==> config.mk <==
export PLATFORM = sky130hd
export DESIGN_NAME = plc_link_capabilities_bank
export DESIGN_NICKNAME = d
export VERILOG_FILES = /design/src/hdl/plc_pkg.sv /design/src/hdl/plc_fn_if.sv /design/src/hdl/plc_func_ctrl.sv /design/src/hdl/plc_nvm_load.sv /design/src/hdl/plc_link_capabilities_bank.sv
export VERILOG_INCLUDE_DIRS = /design/src /design/src/hdl
export SDC_FILE = /design/constraint.sdc
export NUM_CORES = 1
export LEC_CHECK = 0
export ABC_AREA = 1
export BUFFER_PORTS_ARGS = -buffer_cell sky130_fd_sc_hd__buf_2
export CORE_UTILIZATION = 48
export DETAILED_ROUTE_END_ITERATION = 10
export GPL_TIMING_DRIVEN = 0
export PLACE_DENSITY_LB_ADDON = 0.08
export SETUP_SLACK_MARGIN = 0.15
export SYNTH_ARGS = -nofsm -noshare
export SYNTH_HDL_FRONTEND = slang
export SYNTH_SLANG_ARGS = --single-unit
==> constraint.sdc <==
create_clock -name clock -period 1.6 [get_ports clock]
set_input_delay 0.4 -clock clock [delete_from_list [all_inputs] [get_ports clock]]
set_output_delay 0.4 -clock clock [all_outputs]
set_load 0.05 [all_outputs]
==> src/hdl/plc_map.svh <==
`ifndef PLC_MAP_SVH
`define PLC_MAP_SVH

// Configuration space byte offsets, dword aligned.
`define PLC_OFS_LINK_CAPABILITIES 12'h0ec
`define PLC_OFS_LINK_CTRL 12'h0f0

// Nonvolatile configuration word addresses.
`define PLC_NVM_WORD_LAT 8'h18
`define PLC_NVM_WORD_LINK 8'h1a

// Field positions inside nonvolatile word 18h.
`define PLC_NVM_L0S_CC 2:0
`define PLC_NVM_L0S_SEP 5:3
`define PLC_NVM_L1_LAT 8:6

// Field positions inside nonvolatile word 1Ah.
`define PLC_NVM_WIDTH 5:0
`define PLC_NVM_ASPM 9:8

// Capability defaults, in force until the nonvolatile words arrive; the max link speed is fixed and never loaded.
`define PLC_DEF_L1_LAT 3'h6
`define PLC_DEF_L0S_LAT 3'h1
`define PLC_DEF_ASPM_SUP 2'h3
`define PLC_DEF_WIDTH 6'h04
`define PLC_MAX_SPEED 4'h1

// Link capability field positions.
`define PLC_CAP_PORT 31:24
`define PLC_CAP_RSVD 23:18
`define PLC_CAP_L1 17:15
`define PLC_CAP_L0S 14:12
`define PLC_CAP_ASPM 11:10
`define PLC_CAP_WIDTH 9:4
`define PLC_CAP_SPEED 3:0

// Link control field positions.
`define PLC_LC_ASPM 1:0
`define PLC_LC_RCB 3
`define PLC_LC_CC 6
`define PLC_LC_ES 7

// Active state power management codes.
`define PLC_ASPM_OFF 2'h0
`define PLC_ASPM_RSVD 2'h2
`define PLC_ASPM_ALL 2'h3

`endif

==> src/hdl/plc_pkg.sv <==
package plc_pkg;

	typedef struct packed {
		logic [2:0] l1_lat;
		logic [2:0] l0s_cc;
		logic [2:0] l0s_sep;
		logic [1:0] aspm_sup;
		logic [5:0] width;
	} plc_cap_s;

	typedef struct packed {
		logic ext_sync;
		logic common_clk;
		logic rcb;
		logic [1:0] aspm;
	} plc_lctl_s;

endpackage : plc_pkg

==> src/hdl/plc_fn_if.sv <==
`timescale 1ns/100ps
`default_nettype none

interface plc_fn_if;
	logic wr;
	logic [1:0] be;
	logic [15:0] wdata;
	plc_pkg::plc_lctl_s ctl;

	modport func(input wr, input be, input wdata, output ctl);
	modport bank(output wr, output be, output wdata, input ctl);
endinterface : plc_fn_if

`default_nettype wire

==> src/hdl/plc_func_ctrl.sv <==
`timescale 1ns/100ps
`default_nettype none
`include "plc_map.svh"

module plc_func_ctrl
	import plc_pkg::*;
(
	input wire logic clock,
	input wire logic srst,
	plc_fn_if.func fn
);

	plc_lctl_s s_q;
	plc_lctl_s s_d;

	// Only the low byte holds writable bits; link disable, retrain and the
	// reserved bits have no storage, so writes to them vanish.
	always_comb begin
		s_d = s_q;
		if (fn.wr && fn.be[0]) begin
			// [RULE_12] ASPM control write
			s_d.aspm = fn.wdata[`PLC_LC_ASPM];
			// [RULE_15] RCB bit write
			s_d.rcb = fn.wdata[`PLC_LC_RCB];
			// [RULE_10] common clock write
			s_d.common_clk = fn.wdata[`PLC_LC_CC];
			// [RULE_09] extended sync write
			s_d.ext_sync = fn.wdata[`PLC_LC_ES];
		end
	end

	always_ff @(posedge clock) begin
		if (srst) begin
			s_q <= '0;
		end else begin
			s_q <= s_d;
		end
	end

	assign fn.ctl = s_q;

endmodule : plc_func_ctrl

`default_nettype wire

==> src/hdl/plc_nvm_load.sv <==
`timescale 1ns/100ps
`default_nettype none
`include "plc_map.svh"

module plc_nvm_load
	import plc_pkg::*;
(
	input wire logic clock,
	input wire logic srst,
	input wire logic nvm_valid,
	input wire logic [7:0] nvm_addr,
	input wire logic [15:0] nvm_data,
	output plc_cap_s cap
);

	localparam plc_cap_s CAP_RST = '{
		l1_lat: `PLC_DEF_L1_LAT,
		l0s_cc: `PLC_DEF_L0S_LAT,
		l0s_sep: `PLC_DEF_L0S_LAT,
		aspm_sup: `PLC_DEF_ASPM_SUP,
		width: `PLC_DEF_WIDTH
	};

	plc_cap_s s_q;
	plc_cap_s s_d;

	always_comb begin
		s_d = s_q;
		if (nvm_valid && nvm_addr == `PLC_NVM_WORD_LAT) begin
			// [RULE_02] L1 latency load
			s_d.l1_lat = nvm_data[`PLC_NVM_L1_LAT];
			// [RULE_04] both L0s latencies
			s_d.l0s_cc = nvm_data[`PLC_NVM_L0S_CC];
			s_d.l0s_sep = nvm_data[`PLC_NVM_L0S_SEP];
		end
		if (nvm_valid && nvm_addr == `PLC_NVM_WORD_LINK) begin
			// [RULE_05] ASPM support load
			s_d.aspm_sup = nvm_data[`PLC_NVM_ASPM];
			// [RULE_06] max width load
			s_d.width = nvm_data[`PLC_NVM_WIDTH];
		end
	end

	always_ff @(posedge clock) begin
		if (srst) begin
			s_q <= CAP_RST;
		end else begin
			s_q <= s_d;
		end
	end

	assign cap = s_q;

endmodule : plc_nvm_load

`default_nettype wire

==> src/hdl/plc_link_capabilities_bank.sv <==
`timescale 1ns/100ps
`default_nettype none
`include "plc_map.svh"

// Behaviour
// [RULE_01] Port number, bits 31:24, is captured from link training.
// [RULE_02] L1 exit latency code comes from nonvolatile word 18h, default 110b.
// [RULE_03] L0s exit latency code reported, default 001b, 111b reserved.
// [RULE_04] L0s code from word bits 2:0 common clock, 5:3 separate clock.
// [RULE_05] ASPM support code loaded from nonvolatile word 1Ah.
// [RULE_06] Max link width loaded from nonvolatile, default four lanes.
// [RULE_07] Max link speed reads fixed 0001b.
// [RULE_08] Each function owns its own link control register at F0h.
// [RULE_09] Extended sync bit 7 asks for long FTS plus TS1 on L0s exit.
// [RULE_10] Bit 6 marks common clock and selects the reported L0s latency.
// [RULE_11] Link disable bit 4 and retrain bit 5 read zero always.
// [RULE_12] Writable ASPM control: 00 off, 01 L0s, 11 L0s and L1.
// [RULE_13] Link ASPM follows the most restrictive function setting.
// [RULE_14] Reserved capability and control bits read zero.
// [RULE_15] Read completion boundary bit 3 is writable, resets to zero.
// [RULE_16] Writes to read-only and loaded fields leave them unchanged.
module plc_link_capabilities_bank
	import plc_pkg::*;
#(
	parameter int NUM_FUNC = 2,
	parameter int FUNC_W = (NUM_FUNC > 1) ? $clog2(NUM_FUNC) : 1
) (
	input wire logic clock,
	input wire logic srst,
	input wire logic cfg_req,
	input wire logic cfg_we,
	input wire logic [FUNC_W-1:0] cfg_func,
	input wire logic [11:0] cfg_addr,
	input wire logic [3:0] cfg_be,
	input wire logic [31:0] cfg_wdata,
	output logic [31:0] cfg_rdata,
	output logic cfg_ack,
	input wire logic nvm_valid,
	input wire logic [7:0] nvm_addr,
	input wire logic [15:0] nvm_data,
	input wire logic train_port_valid,
	input wire logic [7:0] train_port_num,
	output logic [1:0] link_aspm_en,
	output logic link_ext_sync,
	output logic [NUM_FUNC-1:0] fn_common_clk,
	output logic [NUM_FUNC-1:0] fn_rcb
);

	localparam logic [11:0] OFS_CAP = `PLC_OFS_LINK_CAPABILITIES;
	localparam logic [11:0] OFS_CTRL = `PLC_OFS_LINK_CTRL;

	typedef struct packed {
		logic [7:0] port_num;
		logic [31:0] rdata;
		logic ack;
		logic [1:0] aspm_eff;
		logic ext_sync;
		logic [NUM_FUNC-1:0] cc;
		logic [NUM_FUNC-1:0] rcb;
	} plc_bank_s;

	plc_bank_s s_q;
	plc_bank_s s_d;
	plc_cap_s cap;
	plc_lctl_s ctl_a [NUM_FUNC];
	logic func_ok;
	logic hit_cap;
	logic hit_ctrl;

	assign func_ok = 32'(cfg_func) < NUM_FUNC;
	assign hit_cap = cfg_addr[11:2] == OFS_CAP[11:2];
	assign hit_ctrl = cfg_addr[11:2] == OFS_CTRL[11:2];

	plc_nvm_load u_load (
		.clock(clock),
		.srst(srst),
		.nvm_valid(nvm_valid),
		.nvm_addr(nvm_addr),
		.nvm_data(nvm_data),
		.cap(cap)
	);

	plc_fn_if fn_if [NUM_FUNC] ();

	for (genvar g = 0; g < NUM_FUNC; g++) begin : g_func
		// [RULE_08] per-function write strobe
		assign fn_if[g].wr = cfg_req && cfg_we && hit_ctrl && func_ok &&
			cfg_func == FUNC_W'(g);
		assign fn_if[g].be = cfg_be[1:0];
		assign fn_if[g].wdata = cfg_wdata[15:0];
		assign ctl_a[g] = fn_if[g].ctl;

		plc_func_ctrl u_func (
			.clock(clock),
			.srst(srst),
			.fn(fn_if[g].func)
		);
	end

	// Reads return the accessed function's view; the capability word is
	// shared but its L0s field follows that function's clocking choice.
	always_comb begin
		plc_lctl_s sel;
		logic [1:0] a;
		sel = '0;
		a = '0;
		s_d = s_q;
		s_d.ack = cfg_req;
		if (train_port_valid) begin
			// [RULE_01] port number capture
			s_d.port_num = train_port_num;
		end
		for (int i = 0; i < NUM_FUNC; i++) begin
			if (func_ok && cfg_func == FUNC_W'(i)) begin
				sel = ctl_a[i];
			end
		end
		if (cfg_req && !cfg_we) begin
			// [RULE_14] reserved and unmapped read zero
			s_d.rdata = '0;
			if (func_ok && hit_cap) begin
				s_d.rdata[`PLC_CAP_PORT] = s_q.port_num;
				s_d.rdata[`PLC_CAP_L1] = cap.l1_lat;
				// [RULE_03] L0s code reported
				// [RULE_10] L0s latency select
				s_d.rdata[`PLC_CAP_L0S] = sel.common_clk ?
					cap.l0s_cc : cap.l0s_sep;
				s_d.rdata[`PLC_CAP_ASPM] = cap.aspm_sup;
				s_d.rdata[`PLC_CAP_WIDTH] = cap.width;
				// [RULE_07] fixed link speed
				s_d.rdata[`PLC_CAP_SPEED] = `PLC_MAX_SPEED;
			end
			if (func_ok && hit_ctrl) begin
				// [RULE_11] disable and retrain read zero
				s_d.rdata[`PLC_LC_ASPM] = sel.aspm;
				s_d.rdata[`PLC_LC_RCB] = sel.rcb;
				s_d.rdata[`PLC_LC_CC] = sel.common_clk;
				s_d.rdata[`PLC_LC_ES] = sel.ext_sync;
			end
		end
		// [RULE_13] most restrictive ASPM
		s_d.aspm_eff = cap.aspm_sup;
		s_d.ext_sync = 1'b0;
		for (int i = 0; i < NUM_FUNC; i++) begin
			a = ctl_a[i].aspm;
			// [RULE_12] reserved code acts as off
			if (a == `PLC_ASPM_RSVD) begin
				a = `PLC_ASPM_OFF;
			end
			s_d.aspm_eff = s_d.aspm_eff & a;
			// [RULE_09] extended sync request
			s_d.ext_sync = s_d.ext_sync | ctl_a[i].ext_sync;
			s_d.cc[i] = ctl_a[i].common_clk;
			s_d.rcb[i] = ctl_a[i].rcb;
		end
		if (s_d.aspm_eff == `PLC_ASPM_RSVD) begin
			s_d.aspm_eff = `PLC_ASPM_OFF;
		end
	end

	// [RULE_16] capability has no write path
	always_ff @(posedge clock) begin
		if (srst) begin
			s_q <= '0;
		end else begin
			s_q <= s_d;
		end
	end

	assign cfg_rdata = s_q.rdata;
	assign cfg_ack = s_q.ack;
	assign link_aspm_en = s_q.aspm_eff;
	assign link_ext_sync = s_q.ext_sync;
	assign fn_common_clk = s_q.cc;
	assign fn_rcb = s_q.rcb;

endmodule : plc_link_capabilities_bank

`default_nettype wire

==> results_dict.tcl, run 1 <==
set metrics [dict create \
    cts_tree "built" \
    fin_crit_ns 1.41 \
    slew_viol_final 0 \
    initial_core_util 0.512 \
    setup_viol_count_final 0 \
    clock.fmax_mhz 711 \
    track_usage 0.219 \
    first_pass_iters 5 \
    design_area_mm2 0.00395 \
    postRouteAntennaNets 0 \
    leakage_nw 2.00 \
    slowest_stage "dfxtp_1" \
    wire_per_inst_um 11.5 \
    final_common_cell "nand2_1" \
    ys_ff_latch 68 \
    vdd.ir_drop.worst_uv 755 \
    final_cell_mix "95 x nand2_1, 78 x nor2_1, 68 x dfxtp_1" \
    crit_family "flip-flops" \
    post_cts_buffers 0 \
    nets 613 \
    drc 0 \
    endpoint_kind "output pin" \
    dpl.hpwl_mm 5.01 \
    core_mm2 0.00606 \
    antenna_found_initial 0 \
    outcome "complete, no violations" \
    area_delta_synth_final_pct 27.3 \
    grt.overflow.total 0 \
    start_kind "register" \
    min_path_type "primary input to register" \
    grt_max_degree 13 \
    arrival_ns 1.01 \
    slew_headroom 0.609 \
    insertedDiodeCount 0 \
    vias 2869 \
    numCtsBuffers 9 \
    chipWidth_um 82.4 \
    tightest_slew_ns 0.587 \
    synth_ff_type "dfxtp_1" \
    synth_edf_count 0 \
    ys_types 25 \
    vias_per_cell 4.73 \
    ys_warn_count 0 \
    crit_fanout 2 \
    hold_buffers 0 \
    place_area_mm2 0.00362 \
    rsz0062_at_grt "yes" \
    powerDensity_mw_per_mm2 981 \
    grt_pass1_vias 2384 \
    setup_ws_ns 0.193 \
    syn-instance-count 428 \
    fillers 555 \
    max_cap_violations 0 \
    fin_crit_sh 0.879 \
    cp.required_ns 1.20 \
    drive_gt1_frac 0.292 \
    cts-root-buf "clkbuf_8" \
    path_cells "buf_4 -> clkbuf_4" \
    clockBufferDepth 2 \
    syn-cell-area_mm2 0.00310 \
    grt_pass1_wl_mm 10.8 \
    num_rows 28 \
    drt_iter0_markers 119 \
    finalHoldViolCount 0 \
    drt_wl_total_mm 6.94 \
    ctsHtreeMaxLevel 3 \
    die_h_um 82.4 \
    fin_skew_ns 0.00853 \
    syn_avg_cell_area_um2 7.25 \
    slowest_delay_ns 0.35 \
    netlist.area_leader.share 0.439 \
    clk_pin_slew_ns 0.08 \
    clock-sinks 68 \
    fin_setup_tns_ns 0 \
    critPathKind "register to output pin" \
    crit_buf_inv 2 \
    io_buffers 81 \
    ys_seq_area_frac 0.439 \
    synth_top_area_cell "dfxtp_1" \
    clock_latency_ns 0.35 \
    pin_count 127 \
    globalplace.congestion 0.793 \
    async_flop_share 0 \
    synth_area_leaders "dfxtp_1 44%, nand2_1 11%, nor2_1 9.4%" \
    place_ws_ns 0.0165 \
    die_area_mm2 0.00679 \
]
layer usage:
metal	GRT usage	share of wire
met5	0	0
met4	0.0895	0.011
met3	0.0505	0.068
met2	0.346	0.46
met1	0.286	0.46
state kept, by name, summed over array words and instances, names as in the netlist:
register	cells
s_q	8
g_func.u_func.fn.ctl	10
link_ext_sync	1
fn_rcb	2
cfg_ack	1
link_aspm_en	2
fn_common_clk	2
u_load.cap	17
cfg_rdata	25
repair_timing:
action / in CTS / in global routing
pin swaps: 0 / 0
gates resized for setup: 7 / 19
endpoints found under the setup margin: 7 / 18
power breakdown:
| group | leakage (nW) | switching [mW] | total [mW] | internal, mW |
|---|---|---|---|---|
| clock | 0.127 | 0.664 | 1.86 | 1.20 |
| sequential | 0.551 | 0.00972 | 1.72 | 1.71 |
| combinational | 1.33 | 0.193 | 0.294 | 0.101 |
| total | 2.00 | 0.867 | 3.88 | 3.01 |
worst min-delay path, stage by stage:
cell	delay, ns
buf_2	0.08
nor2_1	0.03
nor2_1	0.08
area by class of cell:
type / instances / area [um^2] / area share
plain buffers: 54 / 378 / 0.0957
clock buffers: 10 / 128 / 0.0323
clock inverters: 6 / 136 / 0.0345
inverters: 40 / 150 / 0.0380
multi-input cells: 272 / 1230 / 0.313
flip-flops and latches: 68 / 1360 / 0.345
well taps: 75 / 93.8 / 0.0238
repair buffers: 81 / 468 / 0.118
path summary, 6_finish.rpt:
path / from / endpoint / slack, ns / cells past startpoint
worst min register to register: g_func[0].u_func.fn.ctl[3] / fn_common_clk[0] / 0.45 / 2
worst max register to register: g_func[1].u_func.fn.ctl[3] / cfg_rdata[13] / 0.48 / 5
worst min-delay path: train_port_num[3] / s_q[43] / 0.27 / 3
worst max-delay path: cfg_rdata[28] / cfg_rdata[28] / 0.19 / 2
cell families after synthesis:
family                 after synthesis  share of synthesized area
AO/OA/AOI/OAI                       39                     0.0662
buffers and inverters               94                      0.170
flip-flops                          68                      0.439
other                                1                    0.00121
AND/OR/NAND/NOR                    226                      0.324
cells in the mapped netlist (all sizes together), types with 2 or more instances:
cell type  count
o211ai         2
buf           46
nand3b         2
dfxtp         68
nand2         96
a21oi         23
inv           39
o21ai         14
clkbuf         8
nor2          81
nand3         38
nand4          7
stage by stage:
step	power, mW	std cells	util	hold slack (ns)
6_report	3.88	606	0.652	0.269
5_1_grt	4.02	606	0.652	0.280
4_1_cts	3.90	606	0.644	0.258
3_5_place_dp	2.05	590	0.598	0.444
3_3_place_gp	2.05	590	0.598	0.437
2_1_floorplan	1.94	434	-	0.425
Note: power is estimated with default switching activity, not from simulation.
==> inputs of run 2 (changes only) <==
--- a/config.mk
+++ b/config.mk
@@ -6,9 +6,9 @@
 export SDC_FILE = /design/constraint.sdc
 export NUM_CORES = 1
 export LEC_CHECK = 0
-export ABC_AREA = 1
 export BUFFER_PORTS_ARGS = -buffer_cell sky130_fd_sc_hd__buf_2
-export CORE_UTILIZATION = 48
+export CORE_UTILIZATION = 49
+export CTS_BUF_LIST = sky130_fd_sc_hd__clkbuf_4 sky130_fd_sc_hd__clkbuf_8
 export DETAILED_ROUTE_END_ITERATION = 10
 export GPL_TIMING_DRIVEN = 0
 export PLACE_DENSITY_LB_ADDON = 0.08
==> run 2 against run 1 <==
Net effect: power shrank 7.5%; register-to-register slack lost 0.16 ns; non-clock buffer count grew 2; die area shrank 9.0%; global-route usage shrank 1.1 points; clock-buffer cell count grew 2; synthesized area shrank 7.3%; highest routed layer unchanged; hold slack lost 0.0046 ns; setup slack lost 0.018 ns; sequential power is essentially flat; clock power shrank 13%.
==> results_dict.tcl, run 2 <==
set metrics [dict create \
    outcome "complete, no violations" \
    die_h_um 78.6 \
    rsz0062_at_grt "yes" \
    core_mm2 0.00557 \
    critPathKind "primary input to register" \
    vdd.ir_drop.worst_uv 517 \
    area_delta_synth_final_pct 32.5 \
    grt_max_degree 12 \
    num_rows 27 \
    async_flop_share 0 \
    multi_input_area_mm2 0.00124 \
    start_kind "primary input" \
    min_path_type "primary input to register" \
    clock-sinks 68 \
    postRouteAntennaNets 0 \
    hp-start "nvm_data[7]" \
    placed_cells 449 \
    total_power_mw 3.59 \
    grt_pass1_vias 2108 \
    p_sw_frac 0.218 \
    numCtsBuffers 9 \
    netlist.area_leader.share 0.474 \
    leakage_nw 1.78 \
    rr_startpoint "g_func[0].u_func.fn.ctl[3]" \
    fin_crit_ns 1.42 \
    setup_viol_count_final 0 \
    synth_ff_type "dfxtp_1" \
    ys_warn_count 0 \
    p_int_mw 2.80 \
    r2r_slack_ns 0.32 \
    ys_types 31 \
    ys_seq_area_frac 0.474 \
    clk_pin_slew_ns 0.07 \
    drt_wl_total_mm 6.11 \
    clkPwrFrac 0.453 \
    insertedDiodeCount 0 \
    max_cap_violations 0 \
    synth_edf_count 0 \
    nets 479 \
    wire_per_inst_um 13.0 \
    synth_area_leaders "dfxtp_1 47%, buf_4 10%, mux2i_1 9.4%" \
    place_area_mm2 0.00345 \
    track_usage 0.208 \
    drive_gt1_frac 0.418 \
    holdPathStages 2 \
    fin_cells 469 \
    fillers 491 \
    arrival_ns 1.70 \
    ctsHtreeMaxLevel 3 \
    syn-cell-area_mm2 0.00287 \
    cp.required_ns 1.88 \
    vias_per_cell 4.85 \
    design_area_mm2 0.00381 \
    syn_avg_cell_area_um2 9.84 \
    syn-instance-count 292 \
    powerDensity_mw_per_mm2 941 \
    ys_ff_latch 68 \
    netlist_top_cells_count "68 x dfxtp_1, 49 x nor2_1, 39 x buf_4" \
    finalHoldViolCount 0 \
    initial_core_util 0.516 \
    drt_iter0_markers 74 \
    clockBufferDepth 2 \
    final_common_cell "dfxtp_1" \
    chipWidth_um 78.6 \
    antenna_found_initial 0 \
    worstReg2RegEnd "cfg_rdata[12]" \
    synth_top_area_cell "dfxtp_1" \
    crit_fanout 5 \
    fin_skew_ns 0.00736 \
    drc 0 \
    pin_count 127 \
    slew_headroom 0.580 \
    vias 2274 \
    first_pass_iters 4 \
    grt.overflow.total 0 \
    final_cell_mix "68 x dfxtp_1, 56 x buf_2, 49 x nor2_1" \
    yosysMostFrequentCell "dfxtp_1" \
    seq_area_mm2 0.00136 \
    slew_viol_final 0 \
    tightest_slew_ns 0.629 \
    cts_tree "built" \
    clock.fmax_mhz 702 \
    largest_register_ffs 25 \
    endpoint_kind "register" \
    clock_latency_ns 0.34 \
    fin_crit_sh 0.891 \
    whs_endpoint "u_load.cap[15]" \
    p_comb_frac 0.070 \
    grt_pass1_wl_mm 9.72 \
    io_buffers 79 \
    power.switching_mw 0.781 \
    dpl.hpwl_mm 4.34 \
    pwr-share-seq 0.478 \
    ff2ff_path_depth 4 \
    die_area_mm2 0.00618 \
    globalplace.congestion 0.797 \
    cts-root-buf "clkbuf_8" \
]
run 2: changes by cell type in the layout (fill, tap and decap cells not counted), moves of 5 or more:
cell,previous run,this run
o21ai_0,14,0
buf_2,62,56
mux2_2,0,9
a22oi_1,0,20
nand3_1,33,4
a211o_1,0,7
a21oi_1,23,6
inv_1,39,4
nand2b_1,0,5
clkbuf_4,17,22
nor2b_1,0,14
nor2_1,78,49
nand2_1,95,4
mux2i_1,0,26
run 2: worst max-delay path, stage by stage:
cell and delay, ns:
buf_2 0.09, or3_4 0.43, nor4b_4 0.27, buf_4 0.18, buf_4 0.15, a22oi_1 0.07, nor2_1 0.10
run 2: layout make-up:
type,count,share of cell area
Inverter,4,0.00394
Tap cell,72,0.0237
Timing Repair Buffer,83,0.128
Buffer,54,0.100
Clock inverter,4,0.0184
Sequential cell,68,0.357
Clock buffer,12,0.0434
Multi-Input combinational cell,172,0.325
run 2: worst max-delay path by stage:
stage / from / end / slack, ns / cells past startpoint
floorplan: cfg_func / g_func[0].u_func.fn.ctl[0] / -0.01 / 5
global placement: srst / cfg_rdata[15] / -0.39 / 5
detailed placement: srst / cfg_rdata[16] / -0.42 / 5
CTS: cfg_rdata[25] / cfg_rdata[25] / 0.15 / 2
global route: cfg_addr[3] / g_func[0].u_func.fn.ctl[3] / 0.15 / 6
finish: cfg_addr[9] / cfg_rdata[26] / 0.18 / 7
run 2: power by group through the flow:
| stage | Sequential (mW) | Combinational [mW] | Clock [mW] |
|---|---|---|---|
| 6_report | 1.71 | 0.250 | 1.62 |
| 5_1_grt | 1.71 | 0.269 | 1.73 |
| 4_1_cts | 1.71 | 0.249 | 1.65 |
| 3_5_place_dp | 1.75 | 0.244 | 0 |
| 3_3_place_gp | 1.75 | 0.241 | 0 |
| 2_1_floorplan | 1.75 | 0.142 | 0 |
run 2: timing repair:
item / in CTS / in global routing
cloned: 0 / 1
setup buffers: 2 / 1
hold buffers: 0 / 0
endpoints found under the setup margin: 25 / 52
gates resized for setup: 5 / 32
pin swaps: 1 / 2
run 2: logic make-up after synthesis:
| logic type | synth area share |
|---|---|
| DFF | 0.474 |
| AOI/OAI and AO/OA | 0.0901 |
| muxes | 0.129 |
| other | 0.00130 |
| and+or+nand+nor | 0.178 |
| buffers and inverters | 0.128 |
run 2: layer usage:
layer | track usage | up-vias | share of wire
li1 | - | 1158 | -
met1 | 0.242 | 1052 | 0.46
met2 | 0.350 | 56 | 0.49
met3 | 0.0547 | 8 | 0.042
met4 | 0.104 | 0 | 0.015
met5 | 0 | - | 0
run 2: per-stage QoR:
stage	worst slack, ns	util	setup TNS, ns	hold slack (ns)
5_1_grt	0.146	0.683	0	0.260
3_5_place_dp	-0.415	0.619	-9.24	0.450
2_1_floorplan	-0.0103	-	-0.0513	0.432
4_1_cts	0.151	0.666	0	0.253
6_report	0.175	0.683	0	0.264
3_3_place_gp	-0.385	0.619	-8.45	0.443
